`src/pkg/irq_status_pkg.sv`:
```
// What this block does
// - Fuse write done level sets bit 28
// - Bits 31:29 and 27 read zero, read-only
// - Transmit idle entry pulse sets bit 26
// - Transmit idle exit pulse sets bit 25
// - Receive idle entry pulse sets bit 24
// - Idle bits held zero while saving disabled
// - 8 ms reset watchdog timeout sets bit 23
// - Watchdog expiry releases MAC reset
// - RX FIFO overflow level sets bit 22
// - Transmit error level sets bit 21
// - USB event level sets bit 20
// - Transmit disabled level sets bit 19
// - Receive disabled level sets bit 18
// - Transceiver interrupt level sets bit 17
// - Data port done pulse sets bit 16
// - Identity register holds model code high
// - Identity register low half holds revision
// - MAC fault level sets bit 15
// - Pin event levels set bits 7:0; writing one to them pulses wake clear
package irq_status_pkg;
  // ----------------------------------------
  // Register map
  // ----------------------------------------
  localparam logic [11:0] IDENT_OFS = 12'h000;
  localparam logic [11:0] STATUS_OFS = 12'h00C;
  localparam logic [11:0] CTRL_OFS = 12'h010;
  localparam logic [11:0] WDOG_OFS = 12'h014;
  // Arbitrary neutral identity values
  localparam logic [15:0] MODEL_CODE = 16'hA5A5;
  localparam logic [15:0] REVISION_CODE = 16'h0001;
  // ----------------------------------------
  // Status bit positions
  // ----------------------------------------
  localparam int FUSE_DONE_BIT = 28;
  localparam int TX_IDLE_ENTRY_BIT = 26;
  localparam int TX_IDLE_EXIT_BIT = 25;
  localparam int RX_IDLE_ENTRY_BIT = 24;
  localparam int MAC_RST_TO_BIT = 23;
  localparam int RX_OVF_BIT = 22;
  localparam int TX_ERR_BIT = 21;
  localparam int USB_EVT_BIT = 20;
  localparam int TX_DIS_BIT = 19;
  localparam int RX_DIS_BIT = 18;
  localparam int XCVR_BIT = 17;
  localparam int DP_DONE_BIT = 16;
  localparam int MAC_FAULT_BIT = 15;
  localparam int PIN_LO_BIT = 0;
  localparam int PIN_COUNT = 8;
  localparam logic [31:0] STS_RESET = 32'h0000_0000;
  // Implemented write-clear bits; 27, 31:29 and 14:8 are absent
  localparam logic [31:0] STS_MASK = 32'h17FF_80FF;
  // Control register field
  localparam int CTRL_EEE_BIT = 0;
  // ----------------------------------------
  // Watchdog timing
  // ----------------------------------------
  localparam int CLK_HZ = 40_000_000;
  localparam int WDOG_US = 8000;
  localparam int WDOG_CYCLES = (WDOG_US / 1000) * (CLK_HZ / 1000);
endpackage

```
`src/rtl/interrupt_status_and_id.sv`:
```
// The address-and-strobe port was left to the implementer.
`timescale 1ns/100ps
module interrupt_status_and_id #(
  parameter int WDOG_LIMIT = irq_status_pkg::WDOG_CYCLES,
  parameter logic [15:0] MODEL = irq_status_pkg::MODEL_CODE,
  parameter logic [15:0] REVISION = irq_status_pkg::REVISION_CODE
) (
  // Clock and reset
  input wire logic mclk_i,
  input wire logic sys_rst_i,
  // Register port
  input wire logic [11:0] reg_addr_i,
  input wire logic [31:0] reg_wdata_i,
  input wire logic reg_wr_i,
  input wire logic reg_rd_i,
  output logic [31:0] reg_rdata_o,
  // Event sources
  input wire logic fuse_done_i,
  input wire logic tx_idle_entry_i,
  input wire logic tx_idle_exit_i,
  input wire logic rx_idle_entry_i,
  input wire logic rx_fifo_full_write_i,
  input wire logic tx_error_i,
  input wire logic usb_event_i,
  input wire logic tx_fifo_disabled_i,
  input wire logic mac_transmit_control_disabled_i,
  input wire logic rx_fifo_disabled_i,
  input wire logic mac_receive_control_disabled_i,
  input wire logic transceiver_irq_i,
  input wire logic dataport_done_i,
  input wire logic mac_fault_i,
  input wire logic [irq_status_pkg::PIN_COUNT-1:0] pin_event_i,
  // MAC reset watchdog
  input wire logic mac_rst_req_i,
  input wire logic mac_clk_ok_i,
  output logic mac_rst_o,
  // Side effects
  output logic rx_drop_o,
  output logic [irq_status_pkg::PIN_COUNT-1:0] pin_wake_clr_o,
  output logic energy_saving_enable_o
);
  import irq_status_pkg::*;

  // ----------------------------------------
  // State
  // ----------------------------------------
  typedef struct packed {
    logic [31:0] rdata;
    logic eee;
    logic [PIN_COUNT-1:0] wake_clr;
  } top_state_t;

  top_state_t st_ff;
  top_state_t nxt_st;

  logic [31:0] sts;
  logic [31:0] set_vec;
  logic [31:0] clr_vec;
  logic [31:0] low_vec;
  logic wd_timeout;

  function automatic logic hit(input logic [11:0] a, input logic [11:0] ofs);
    hit = (a == ofs);
  endfunction

  // ----------------------------------------
  // Watchdog
  // ----------------------------------------
  mac_reset_watchdog #(
    .LIMIT(WDOG_LIMIT)
  ) u_wdog (
    .mclk_i(mclk_i),
    .sys_rst_i(sys_rst_i),
    .mac_rst_req_i(mac_rst_req_i),
    .mac_clk_ok_i(mac_clk_ok_i),
    .mac_rst_o(mac_rst_o),
    .timeout_o(wd_timeout)
  );

  // ----------------------------------------
  // Event mapping
  // ----------------------------------------
  always_comb begin
    set_vec = 32'h0000_0000;
    set_vec[FUSE_DONE_BIT] = fuse_done_i;
    set_vec[TX_IDLE_ENTRY_BIT] = tx_idle_entry_i;
    set_vec[TX_IDLE_EXIT_BIT] = tx_idle_exit_i;
    set_vec[RX_IDLE_ENTRY_BIT] = rx_idle_entry_i;
    set_vec[MAC_RST_TO_BIT] = wd_timeout;
    set_vec[RX_OVF_BIT] = rx_fifo_full_write_i;
    set_vec[TX_ERR_BIT] = tx_error_i;
    set_vec[USB_EVT_BIT] = usb_event_i;
    set_vec[TX_DIS_BIT] = tx_fifo_disabled_i | mac_transmit_control_disabled_i;
    set_vec[RX_DIS_BIT] = rx_fifo_disabled_i | mac_receive_control_disabled_i;
    set_vec[XCVR_BIT] = transceiver_irq_i;
    set_vec[DP_DONE_BIT] = dataport_done_i;
    set_vec[MAC_FAULT_BIT] = mac_fault_i;
    set_vec[PIN_LO_BIT +: PIN_COUNT] = pin_event_i;
    set_vec = set_vec & STS_MASK;
    // Idle bits forced low while energy saving is off
    low_vec = 32'h0000_0000;
    low_vec[TX_IDLE_ENTRY_BIT] = ~st_ff.eee;
    low_vec[TX_IDLE_EXIT_BIT] = ~st_ff.eee;
    low_vec[RX_IDLE_ENTRY_BIT] = ~st_ff.eee;
    // Only ones written to implemented bits clear
    clr_vec = (reg_wr_i && hit(reg_addr_i, STATUS_OFS)) ? (reg_wdata_i & STS_MASK)
                                                      : 32'h0000_0000;
  end

  sticky_bits #(
    .W(32)
  ) u_sts (
    .mclk_i(mclk_i),
    .sys_rst_i(sys_rst_i),
    .set_i(set_vec),
    .clr_i(clr_vec),
    .force_low_i(low_vec),
    .q_o(sts)
  );

  // ----------------------------------------
  // Register port
  // ----------------------------------------
  always_comb begin
    nxt_st = st_ff;
    nxt_st.rdata = 32'h0000_0000;
    nxt_st.wake_clr = clr_vec[PIN_LO_BIT +: PIN_COUNT];
    if (reg_wr_i && hit(reg_addr_i, CTRL_OFS)) begin
      nxt_st.eee = reg_wdata_i[CTRL_EEE_BIT];
    end
    if (reg_rd_i) begin
      if (hit(reg_addr_i, IDENT_OFS)) begin
        nxt_st.rdata = {MODEL, REVISION};
      end else if (hit(reg_addr_i, STATUS_OFS)) begin
        nxt_st.rdata = sts & STS_MASK;
      end else if (hit(reg_addr_i, CTRL_OFS)) begin
        nxt_st.rdata = {31'h0000_0000, st_ff.eee};
      end else if (hit(reg_addr_i, WDOG_OFS)) begin
        nxt_st.rdata = {31'h0000_0000, mac_rst_o};
      end
    end
  end

  always_ff @(posedge mclk_i) begin
    if (sys_rst_i) begin
      st_ff <= '0;
    end else begin
      st_ff <= nxt_st;
    end
  end

  assign reg_rdata_o = st_ff.rdata;
  assign energy_saving_enable_o = st_ff.eee;
  assign pin_wake_clr_o = st_ff.wake_clr;
  // New data is dropped while the FIFO is full
  assign rx_drop_o = rx_fifo_full_write_i;

  for (genvar k = 0; k < PIN_COUNT; k++) begin : g_pin

  end
endmodule

```
`src/rtl/mac_reset_watchdog.sv`:
```
`timescale 1ns/100ps
module mac_reset_watchdog #(
  parameter int LIMIT = irq_status_pkg::WDOG_CYCLES
) (
  // Clock and reset
  input wire logic mclk_i,
  input wire logic sys_rst_i,
  // MAC reset request and clock presence
  input wire logic mac_rst_req_i,
  input wire logic mac_clk_ok_i,
  // Results
  output logic mac_rst_o,
  output logic timeout_o
);
  import irq_status_pkg::*;

  typedef struct packed {
    logic [31:0] cnt;
    logic rst;
    logic to;
  } wd_state_t;

  wd_state_t st_ff;
  wd_state_t nxt_st;

  always_comb begin
    nxt_st = st_ff;
    nxt_st.to = 1'b0;
    if (mac_rst_req_i) begin
      nxt_st.rst = 1'b1;
      nxt_st.cnt = 32'h0000_0000;
    end else if (st_ff.rst) begin
      if (mac_clk_ok_i) begin
        nxt_st.rst = 1'b0;
      end else if (st_ff.cnt == 32'(LIMIT - 1)) begin
        // Release anyway so the MAC is not stuck waiting on a dead PHY
        nxt_st.rst = 1'b0;
        nxt_st.to = 1'b1;
      end else begin
        nxt_st.cnt = st_ff.cnt + 32'h0000_0001;
      end
    end
  end

  always_ff @(posedge mclk_i) begin
    if (sys_rst_i) begin
      st_ff <= '0;
    end else begin
      st_ff <= nxt_st;
    end
  end

  assign mac_rst_o = st_ff.rst;
  assign timeout_o = st_ff.to;
endmodule

```
`src/rtl/sticky_bits.sv`:
```
`timescale 1ns/100ps
module sticky_bits #(
  parameter int W = 32
) (
  // Clock and reset
  input wire logic mclk_i,
  input wire logic sys_rst_i,
  // Events and clears
  input wire logic [W-1:0] set_i,
  input wire logic [W-1:0] clr_i,
  input wire logic [W-1:0] force_low_i,
  // State
  output logic [W-1:0] q_o
);
  typedef struct packed {
    logic [W-1:0] q;
  } sb_state_t;

  sb_state_t st_ff;
  sb_state_t nxt_st;

  // Set wins over a clear in the same cycle
  always_comb begin
    nxt_st.q = ((st_ff.q & ~clr_i) | set_i) & ~force_low_i;
  end

  always_ff @(posedge mclk_i) begin
    if (sys_rst_i) begin
      st_ff <= '0;
    end else begin
      st_ff <= nxt_st;
    end
  end

  assign q_o = st_ff.q;
endmodule

```
`config.mk`:
```
export PLATFORM = sky130hd
export DESIGN_NAME = interrupt_status_and_id
export DESIGN_NICKNAME = d
export VERILOG_FILES = /design/src/pkg/irq_status_pkg.sv /design/src/rtl/interrupt_status_and_id.sv /design/src/rtl/mac_reset_watchdog.sv /design/src/rtl/sticky_bits.sv
export SDC_FILE = /design/constraint.sdc
export NUM_CORES = 1
export LEC_CHECK = 0
export ABC_AREA = 1
export BUFFER_PORTS_ARGS = -buffer_cell sky130_fd_sc_hd__buf_2
export CAP_MARGIN = 20
export CELL_PAD_IN_SITES_DETAIL_PLACEMENT = 0
export CELL_PAD_IN_SITES_GLOBAL_PLACEMENT = 1
export CORE_ASPECT_RATIO = 1.4
export CORE_MARGIN = 5
export CORE_UTILIZATION = 39
export DETAILED_ROUTE_END_ITERATION = 12
export PLACE_DENSITY = 0.84
export SETUP_SLACK_MARGIN = 0.2
export SYNTH_ARGS = -nofsm -noshare
export SYNTH_HDL_FRONTEND = slang
export SYNTH_SLANG_ARGS = --single-unit
```
`constraint.sdc`:
```
create_clock -name mclk_i -period 5 [get_ports mclk_i]
set_input_delay 0.5 -clock mclk_i [delete_from_list [all_inputs] [get_ports mclk_i]]
set_output_delay 0.5 -clock mclk_i [all_outputs]
set_load 0.05 [all_outputs]
```
==> reports/metrics.csv, run 1 <==
metric,value,unit
reg2reg_slack,2790,ps
finalSetupViolCount,0,
start_util,0.397,
grt_pass1_vias,3985,
setup_tns,0,ps
critPathCapture,u_wdog.st_ff[15]$_SDFFE_PP0P_,
clk_pin_slew,60,ps
max_cap_viol_count,0,
drc_errors,0,
clock-sinks,86,
synth_seq_cells,86,
drive_gt1_frac,0.172,
synth.most_common_cell,nand2_1,
hold_buffers,0,
crit_required,5260,ps
path_max_fanout,24,
max_slew_margin,0.313,
p_leak,1.99,nW
post_cts_buffers,0,
die_w,96.8,um
drt-vias-per-instance,4.72,
pre_cts_ws,2590,ps
fill_cells,1117,
hp-class,input port to register,
critPathKind,register to register,
period_minus_slack,2210,ps
period_share,0.443,
finClkSkew,5.49,ps
netlist_area,4110,um2
rsz0062_at_grt,no,
final_hold_viol_count,0,
end_kind,register,
regToRegEndpoint,u_wdog.st_ff[15]$_SDFFE_PP0P_,
ys_seq_area_frac,0.419,
worst_slack,2790,ps
synth_top_area_cell,dfxtp_1,
grtUsageTotal,0.175,
synth_cell_types,27,
grt_max_degree,37,
critPathLaunchType,register,
numPortBuffers,94,
clock_path_buffers,2,
drt_wl_total,11000,um
yosys_warnings,0,
antennaDiodeCount,0,
antenna_found_initial,0,
drt-pass1-iter-count,4,
ys.flop_type,dfxtp_1,
std_cell_rows,44,
maxSlewViolCount,0,
yosys-top-cells-area,"dfxtp_1 (42%), nand2_1 (19%), nor2_1 (11%)",
die-area,12700,um2
cts_tree,built,
yosysTopAreaCellShare,0.419,
reg2reg_depth,8,
synthCells,633,
design.core.area,10300,um2
cp_cell_sequence,"ha_1, nand3_2, nor2_2, nand2_1, nor2_1, nor2_2, nand2_1, a21oi_2",
cts_htree_levels,3,
die_y,132,um
fmax,452,MHz
cp.arrival,2470,ps
nets,790,
vias,4059,
status,completed,
hpwlAfterDp,8390,um
worstMarginPinSlew,1030,ps
power_density,289,nW/um2
slowest_stage,nor2_2,
drtIter0Drc,221,
io-pin-count,115,
async_flop_share,0,
synth_common_cells,"nand2_1 (205), nor2_1 (126), dfxtp_1 (86)",
cts_made_buffers,9,
worstReg2RegStart,u_wdog.st_ff[2]$_SDFFE_PP0P_,
cts-root-buf,clkbuf_16,
grt_overflow,0,
synth_area_per_cell,6.50,um2
synth_edf_count,0,
clock_latency,340,ps
postCtsResizedCells,0,
worst_path_largest_cell_delay,760,ps
post_drt_wl_per_cell,12.8,um
globalplace.congestion,0.918,
grt_pass1_wl,18700,um
syn_to_final_growth,18.9,%
peakVddDrop,161,uV
critPathLaunch,u_wdog.st_ff[2]$_SDFFE_PP0P_,
ant_nets,0,
[final cells by class]
class                   instances  area [um2]  share of cell area
multi-input cells             481        2070               0.423
flip-flops and latches         86        1720               0.352
repair buffers                 95         478              0.0978
clock buffers                   9         225              0.0461
well taps                     138         173              0.0353
inverters                      44         165              0.0338
clock inverters                 7        56.3              0.0115
[cell families (layout without fill, tap and decap cells)]
family                     count (synthesis)  count (layout)  synth area share
DFF                                       86              86             0.419
AOI/OAI and AO/OA                         63              63            0.0785
and+or+nand+nor                          396             396             0.388
other                                      1               9          0.000912
buffers and inverters                     74             155            0.0855
adders and majority gates                  1               1           0.00304
xor gates and xnor gates                  12              12            0.0256
[metal layers]
metal	up-vias	global-route usage	part of all wire
met4	0	0.0664	0.024
met2	118	0.316	0.51
met1	1791	0.195	0.41
met5	-	0	0
met3	22	0.0467	0.058
li1	2128	-	-
[cells in the final DEF (no fill, tap or decap), drive strengths merged]
master and count:
and3 1, xor2 8, xnor2 4, nand4 2, clkinv 3, buf 95
a21oi 52, nor2 132, inv 45, o21ai 11, nor3 1, nand2 208
nand3b 1, dfxtp 86, clkinvlp 3, ha 1, nand3 51, clkbuf 9
conb 9
[worst min path at each step]
stage                                startpoint                          to  slack (ps)  cells after the start
floorplan           u_wdog.timeout_o$_SDFF_PP0_    u_sts.q_o[23]$_SDFF_PP0_         410                      2
global placement       u_sts.q_o[22]$_SDFF_PP0_  reg_rdata_o[22]$_SDFF_PP0_         420                      2
detailed placement     u_sts.q_o[15]$_SDFF_PP0_  reg_rdata_o[15]$_SDFF_PP0_         430                      2
CTS                              pin_event_i[4]     u_sts.q_o[4]$_SDFF_PP0_         360                      3
global route                         tx_error_i    u_sts.q_o[21]$_SDFF_PP0_         370                      3
finish                           pin_event_i[4]     u_sts.q_o[4]$_SDFF_PP0_         370                      3
[flip-flops by register name, summed over array words and instances, names as in the netlist]
signal,flops
u_wdog.st_ff,32
reg_rdata_o,22
u_sts.q_o,21
pin_wake_clr_o,8
energy_saving_enable_o,1
u_wdog.mac_rst_o,1
u_wdog.timeout_o,1
[worst max-delay path, delay by kind of cell, from the launching register on]
| kind | cells | cell delay [ps] |
|---|---|---|
| AND/OR/NAND/NOR | 6 | 1310 |
| flip-flops | 1 | 340 |
| adder cells (fa/ha/maj) | 1 | 320 |
| AO/OA/AOI/OAI | 1 | 150 |
[power breakdown]
| group | internal (mW) | switching [mW] |
|---|---|---|
| sequential | 0.696 | 0.00538 |
| combinational | 0.0267 | 0.0565 |
| clock | 0.342 | 0.289 |
[per-stage QoR]
| stage | cells | hold WS (ps) | total power, mW | instance area [um2] | utilization |
|---|---|---|---|---|---|
| detailed placement | 844 | 426 | 0.801 | 4610 | 0.445 |
| global placement | 844 | 423 | 0.800 | 4610 | 0.445 |
| CTS | 860 | 361 | 1.43 | 4890 | 0.472 |
| global route | 860 | 370 | 1.48 | 4890 | 0.472 |
| finish | 860 | 371 | 1.41 | 4890 | 0.472 |
| floorplan | 641 | 413 | 0.774 | 4140 | - |
Note: power is estimated with default switching activity, not from simulation.
==> run 2, diff against run 1 <==
--- a/config.mk
+++ b/config.mk
@@ -5,16 +5,16 @@
 export SDC_FILE = /design/constraint.sdc
 export NUM_CORES = 1
 export LEC_CHECK = 0
-export ABC_AREA = 1
+export ABC_AREA = 0
 export BUFFER_PORTS_ARGS = -buffer_cell sky130_fd_sc_hd__buf_2
 export CAP_MARGIN = 20
 export CELL_PAD_IN_SITES_DETAIL_PLACEMENT = 0
 export CELL_PAD_IN_SITES_GLOBAL_PLACEMENT = 1
 export CORE_ASPECT_RATIO = 1.4
 export CORE_MARGIN = 5
-export CORE_UTILIZATION = 39
+export CORE_UTILIZATION = 33
 export DETAILED_ROUTE_END_ITERATION = 12
-export PLACE_DENSITY = 0.84
+export PLACE_DENSITY = 0.73
 export SETUP_SLACK_MARGIN = 0.2
 export SYNTH_ARGS = -nofsm -noshare
 export SYNTH_HDL_FRONTEND = slang
==> constraint.sdc (replaced) <==
create_clock -name mclk_i -period 1.95 [get_ports mclk_i]
set_input_delay 0.195 -clock mclk_i [delete_from_list [all_inputs] [get_ports mclk_i]]
set_output_delay 0.195 -clock mclk_i [all_outputs]
set_load 0.05 [all_outputs]
==> run 2 against run 1 <==
Via count fell by 25%. Final area shrank 3.6%. Count of clock-buffer cells in the layout stayed put. Fmax rose by 27%. Clock skew up 1.8 ps. Non-clock buffer count rose by 30. Core utilization decreased by 1.7 points. Sequential share of layout area grew 2.0 points. Wire length shrank 19%. Largest power group is now the clock network.
==> reports/metrics.csv, run 2 <==
metric,value,unit,change
status,completed,,
critPathLaunchType,register,,
internal-power,3.00,mW,+180%
yosysTopAreaCellShare,0.495,,+0.0763
drt-pass1-iter-count,4,,unchanged
async_flop_share,0,,unchanged
grtUsageTotal,0.140,,-0.0348
globalplace.congestion,0.793,,-14%
die_w,96.8,um,about the same
io-pin-count,115,,unchanged
grt_pass1_wl,14700,um,-22%
drt_wl_total,8920,um,-19%
synth_cell_types,43,,+59%
setup_tns,0,ps,unchanged
netlist_area,3480,um2,-15%
syn_to_final_growth,35.4,%,
vias,3064,,-25%
final_util,0.455,,-0.0172
p_sw,0.887,mW,+150%
clock-sinks,86,,unchanged
drc_errors,0,,unchanged
nets,572,,-28%
post_drt_wl_per_cell,13.9,um,+8.3%
yosys-top-cells-area,"dfxtp_1 (49%), a311oi_1 (4.5%), and2_1 (4.3%)",,
critPathKind,register to register,,
clock_latency,340,ps,about the same
synth_top_area_cell,dfxtp_1,,
synth_common_cells,"dfxtp_1 (86), nor2_1 (39), and2_1 (24), inv_1 (24), nand2_1 (19)",,
hold_buffers,0,,unchanged
synth_seq_cells,86,,unchanged
antenna_found_initial,0,,unchanged
cts_made_buffers,9,,unchanged
cts-root-buf,clkbuf_16,,
ys.flop_type,dfxtp_1,,
post-place-cells,619,,-27%
numPortBuffers,94,,unchanged
top_register,u_wdog.st_ff,,
rsz0062_at_grt,yes,,
end_kind,register,,
max_cap_viol_count,0,,unchanged
hp-class,input port to register,,
fill_cells,1050,,-6.0%
maxSlewViolCount,0,,unchanged
power_density,825,nW/um2,+180%
power.share.clock,0.484,,+0.038
fmax,572,MHz,+27%
cts_tree,built,,
fin_hold_ws,29.5,ps,-342 ps
design.core.area,10300,um2,unchanged
design_area,4710,um2,-3.6%
crit_required,2220,ps,-3040 ps
power_switching_share,0.228,,-0.0194
synthCells,381,,-40%
final_hold_viol_count,0,,unchanged
grt_pass1_vias,3093,,-22%
mostFrequentLayoutCell,buf_2,,
pwr-share-comb,0.055,,-0.004
cp.arrival,2020,ps,-450 ps
clock_path_buffers,2,,unchanged
pwr-share-seq,0.461,,-0.035
grt_max_degree,23,,-38%
drtIter0Drc,83,,-62%
ys_seq_area_frac,0.495,,+0.0763
clk_pin_slew,70,ps,about the same
period_share,0.896,,+0.454
drt-vias-per-instance,4.77,,+1.1%
die-area,12700,um2,about the same
largest_reg_flops,32,,unchanged
placed_area,4200,um2,-8.9%
period_minus_slack,1750,ps,-466 ps
drive_gt1_frac,0.363,,+0.191
die_y,131,um,about the same
yosys_warnings,0,,unchanged
layout_common_cells,"buf_2 (94), dfxtp_1 (70), nor2_1 (39)",,
std_cell_rows,44,,unchanged
cts_htree_levels,3,,unchanged
grt_overflow,0,,unchanged
stdcell_count,642,,-25%
ant_nets,0,,unchanged
start_util,0.336,,-0.0613
finalSetupViolCount,0,,unchanged
synth_area_per_cell,9.13,um2,+41%
path_max_fanout,5,,-79%
synth.most_common_cell,dfxtp_1,,
synth_edf_count,0,,unchanged
p_leak,2.03,nW,+2.0%
peakVddDrop,430,uV,+170%
finClkSkew,7.32,ps,+1.84 ps
antennaDiodeCount,0,,unchanged
hpwlAfterDp,6750,um,-20%
-- run 2: changes by cell type after synthesis, sizes merged, moves of 15 or more --
cell	change
nand2	-189
nor2	-93
nand3	-42
a21oi	-35
and2	+24
inv	-19
a311oi	+18
or3	+15
-- run 2: layer usage --
layer | part of all wire | track usage | wire length, um | vias up
met3 | 0.055 | 0.0387 | 491 | 13
met1 | 0.43 | 0.159 | 3810 | 1404
li1 | - | - | - | 1564
met4 | 0.018 | 0.0531 | 161 | 0
met5 | 0 | 0 | 0 | -
met2 | 0.50 | 0.249 | 4460 | 83
-- run 2: cells by family after synthesis --
kind of cell / share of synthesized area
DFF: 0.495
adders and majority gates: 0.00360
buffers and inverters: 0.0701
AOI/OAI and AO/OA: 0.141
other: 0.00108
and+or+nand+nor: 0.254
muxes: 0.00288
xor gates and xnor gates: 0.0327
-- run 2: path summary, 6_finish.rpt --
check	startpoint	end	slack, ps	cells past startpoint
max	u_wdog.st_ff[2]$_SDFFE_PP0P_	u_wdog.st_ff[24]$_SDFFE_PP0P_	200	6
min	reg_wdata_i[25]	u_sts.q_o[25]$_SDFF_PP0_	30	2
max reg2reg	u_wdog.st_ff[2]$_SDFFE_PP0P_	u_wdog.st_ff[24]$_SDFFE_PP0P_	200	6
min reg2reg	u_sts.q_o[22]$_SDFF_PP0_	reg_rdata_o[22]$_SDFF_PP0_	450	1
-- run 2: power groups by stage --
stage	Sequential, mW	Combinational, mW	Clock [mW]
2_1_floorplan	1.84	0.124	0
3_3_place_gp	1.84	0.211	0
3_5_place_dp	1.84	0.214	0
4_1_cts	1.80	0.217	1.93
5_1_grt	1.79	0.238	1.99
6_report	1.79	0.215	1.88
-- run 2: timing repair --
| item | 4_1_cts | 5_1_grt |
|---|---|---|
| buffers inserted | 0 | 7 |
| setup endpoints to repair | 17 | 27 |
| gates resized for setup | 10 | 28 |
| pin swaps | 0 | 11 |
-- run 2: layout make-up --
cell class	instances	area [um2]	area share
Multi-Input combinational cell	253	1660	0.352
Clock buffer	9	225	0.0478
Tap cell	138	173	0.0367
Inverter	24	90.1	0.0191
Clock inverter	7	105	0.0223
Timing Repair Buffer	125	707	0.150
Sequential cell	86	1750	0.372
-- run 2: worst max-delay path, cell delays in order, from the launching register on --
cell and delay (ps):
dfxtp_4 360, ha_4 130, and4_4 240, and3_4 220, o21ai_4 80, or4_1 530
a21oi_1 130
-- run 2: metrics by stage --
step	setup WS [ps]	power [mW]
2_1_floorplan	208	1.96
6_report	202	3.88
3_5_place_dp	38.0	2.05
4_1_cts	181	3.94
3_3_place_gp	49.6	2.05
5_1_grt	155	4.02
==> run 3, diff against run 2 <==
--- a/config.mk
+++ b/config.mk
@@ -11,10 +11,10 @@
 export CELL_PAD_IN_SITES_DETAIL_PLACEMENT = 0
 export CELL_PAD_IN_SITES_GLOBAL_PLACEMENT = 1
 export CORE_ASPECT_RATIO = 1.4
-export CORE_MARGIN = 5
-export CORE_UTILIZATION = 33
+export CORE_MARGIN = 2
+export CORE_UTILIZATION = 37
 export DETAILED_ROUTE_END_ITERATION = 12
-export PLACE_DENSITY = 0.73
+export PLACE_DENSITY = 0.77
 export SETUP_SLACK_MARGIN = 0.2
 export SYNTH_ARGS = -nofsm -noshare
 export SYNTH_HDL_FRONTEND = slang
==> constraint.sdc (replaced) <==
create_clock -name mclk_i -period 1.9 [get_ports mclk_i]
set_input_delay 0.19 -clock mclk_i [delete_from_list [all_inputs] [get_ports mclk_i]]
set_output_delay 0.19 -clock mclk_i [all_outputs]
set_load 0.05 [all_outputs]
==> run 3 against run 2 <==
Non-clock buffer count increased by 6. Core utilization rose by 6.8 points. Setup slack worse by 67 ps. Sequential power grew 3%. Count of clock-buffer cells in the layout up 1. Die area decreased by 20%. Combinational power hardly changed. Fmax is 0.96% lower. Critical path depth shrank 1. Largest power group is now sequential cells.
==> reports/metrics.csv, run 3 (synthesized netlist as in run 2, its figures left out) <==
metric,value,unit,change
hp-class,input port to register,,
numPortBuffers,94,,unchanged
mostFrequentLayoutCell,buf_2,,
max_cap_viol_count,0,,unchanged
antennaDiodeCount,0,,unchanged
cp_cell_sequence,"and4_4, nand4_1, or3_4, or4_4, nand2_2",,
period_share,0.929,,+0.0325
grt_pass1_vias,3028,,-2.1%
fill_cells,852,,-19%
cts_htree_levels,3,,unchanged
top_register,u_wdog.st_ff,,
drt_wl_total,8420,um,-5.6%
clk_pin_slew,70,ps,about the same
die_y,119,um,-9.7%
globalplace.congestion,0.833,,+5.0%
layout_common_cells,"buf_2 (94), dfxtp_1 (71), nor2_1 (39)",,
design_area,4750,um2,+0.77%
finClkSkew,5.39,ps,-1.93 ps
rsz0062_at_grt,yes,,
std_cell_rows,41,,-6.8%
grt_max_degree,25,,+8.7%
largest_reg_flops,32,,unchanged
start_util,0.383,,+0.0470
clock-sinks,86,,unchanged
period_minus_slack,1760,ps,+17.0 ps
die_w,85.9,um,-11%
setup_tns,0,ps,unchanged
p_leak,2.10,nW,+3.8%
placed_area,4190,um2,about the same
clock_latency,340,ps,about the same
cts_made_buffers,9,,unchanged
drt-vias-per-instance,5.13,,+7.5%
drt-pass1-iter-count,4,,unchanged
io-pin-count,115,,unchanged
crit_required,2190,ps,-30 ps
power_density,793,nW/um2,-3.8%
grt_pass1_wl,13400,um,-8.7%
cts_tree,built,,
worst_path_largest_cell_delay,430,ps,-100 ps
final_hold_viol_count,0,,unchanged
clock_path_buffers,2,,unchanged
post_drt_wl_per_cell,13.7,um,-1.8%
p_total,3.76,mW,-3.1%
reg2reg_slack,140,ps,-70 ps
critPathKind,register to register,,
slowest_stage,or3_4,,
nets,578,,+1.0%
path_max_fanout,4,,-1
finalSetupViolCount,0,,unchanged
die-area,10200,um2,-20%
end_kind,register,,
design.core.area,9080,um2,-12%
hpwlAfterDp,6010,um,-11%
critPathLaunchType,register,,
cp.arrival,2060,ps,+40 ps
status,completed,,
antenna_found_initial,0,,unchanged
grt_overflow,0,,unchanged
peakVddDrop,469,uV,+9.1%
cts-root-buf,clkbuf_16,,
drtIter0Drc,75,,-9.6%
drive_gt1_frac,0.382,,+0.0193
vias,3166,,+3.3%
fmax,567,MHz,-0.96%
maxSlewViolCount,0,,unchanged
drc_errors,0,,unchanged
ant_nets,0,,unchanged
syn_to_final_growth,36.5,%,
grtUsageTotal,0.165,,+0.0251
[run 3: metrics by stage]
| stage | utilization | std cells | hold WS, ps | setup WS (ps) |
|---|---|---|---|---|
| finish | 0.523 | 617 | 30.2 | 135 |
| global route | 0.523 | 617 | 31.1 | 95.2 |
| CTS | 0.507 | 615 | 22.0 | 158 |
| detailed placement | 0.462 | 591 | 389 | -28.2 |
| global placement | 0.462 | 591 | 385 | -22.3 |
| floorplan | - | 389 | 282 | 158 |
[run 3: where the power goes]
| group | switching [mW] | internal (mW) | total, mW |
|---|---|---|---|
| clock | 0.768 | 0.942 | 1.71 |
| sequential | 0.0145 | 1.82 | 1.84 |
| combinational | 0.135 | 0.0819 | 0.217 |
[run 3: path summary, 6_finish.rpt]
kind | from | endpoint | cells past startpoint
hold / removal | reg_wdata_i[22] | u_sts.q_o[22]$_SDFF_PP0_ | 2
hold reg to reg | u_sts.q_o[26]$_SDFF_PP0_ | reg_rdata_o[26]$_SDFF_PP0_ | 1
setup / recovery | u_wdog.st_ff[11]$_SDFFE_PP0P_ | u_wdog.st_ff[32]$_SDFFE_PP0P_ | 5
setup reg to reg | u_wdog.st_ff[11]$_SDFFE_PP0P_ | u_wdog.st_ff[32]$_SDFFE_PP0P_ | 5
[run 3: area by class of cell]
| class | count | area, um2 | share of cell area |
|---|---|---|---|
| clock buffers | 10 | 239 | 0.0503 |
| clock inverters | 6 | 52.6 | 0.0111 |
| inverters | 24 | 90.1 | 0.0190 |
| multi-input cells | 253 | 1710 | 0.361 |
| flip-flops and latches | 86 | 1750 | 0.369 |
| well taps | 107 | 134 | 0.0282 |
| repair buffers | 131 | 764 | 0.161 |
[run 3: metal layers]
| metal | wire [um] | GRT usage |
|---|---|---|
| met1 | 3470 | 0.183 |
| met2 | 4330 | 0.292 |
| met3 | 498 | 0.0384 |
| met4 | 125 | 0.0774 |
| met5 | 0 | 0 |
[run 3: worst max-delay path: cells and delay by family, from the launching register on]
family | cells | cell delay [ps]
DFF | 1 | 360
and+or+nand+nor | 5 | 1350
[run 3: timing repair]
item / 4_1_cts / 5_1_grt
endpoints found under the setup margin: 30 / 30
pin swaps: 12 / 4
hold buffers: 0 / 0
setup buffers: 8 / 2
gates cloned: 0 / 0
resized for setup: 19 / 29
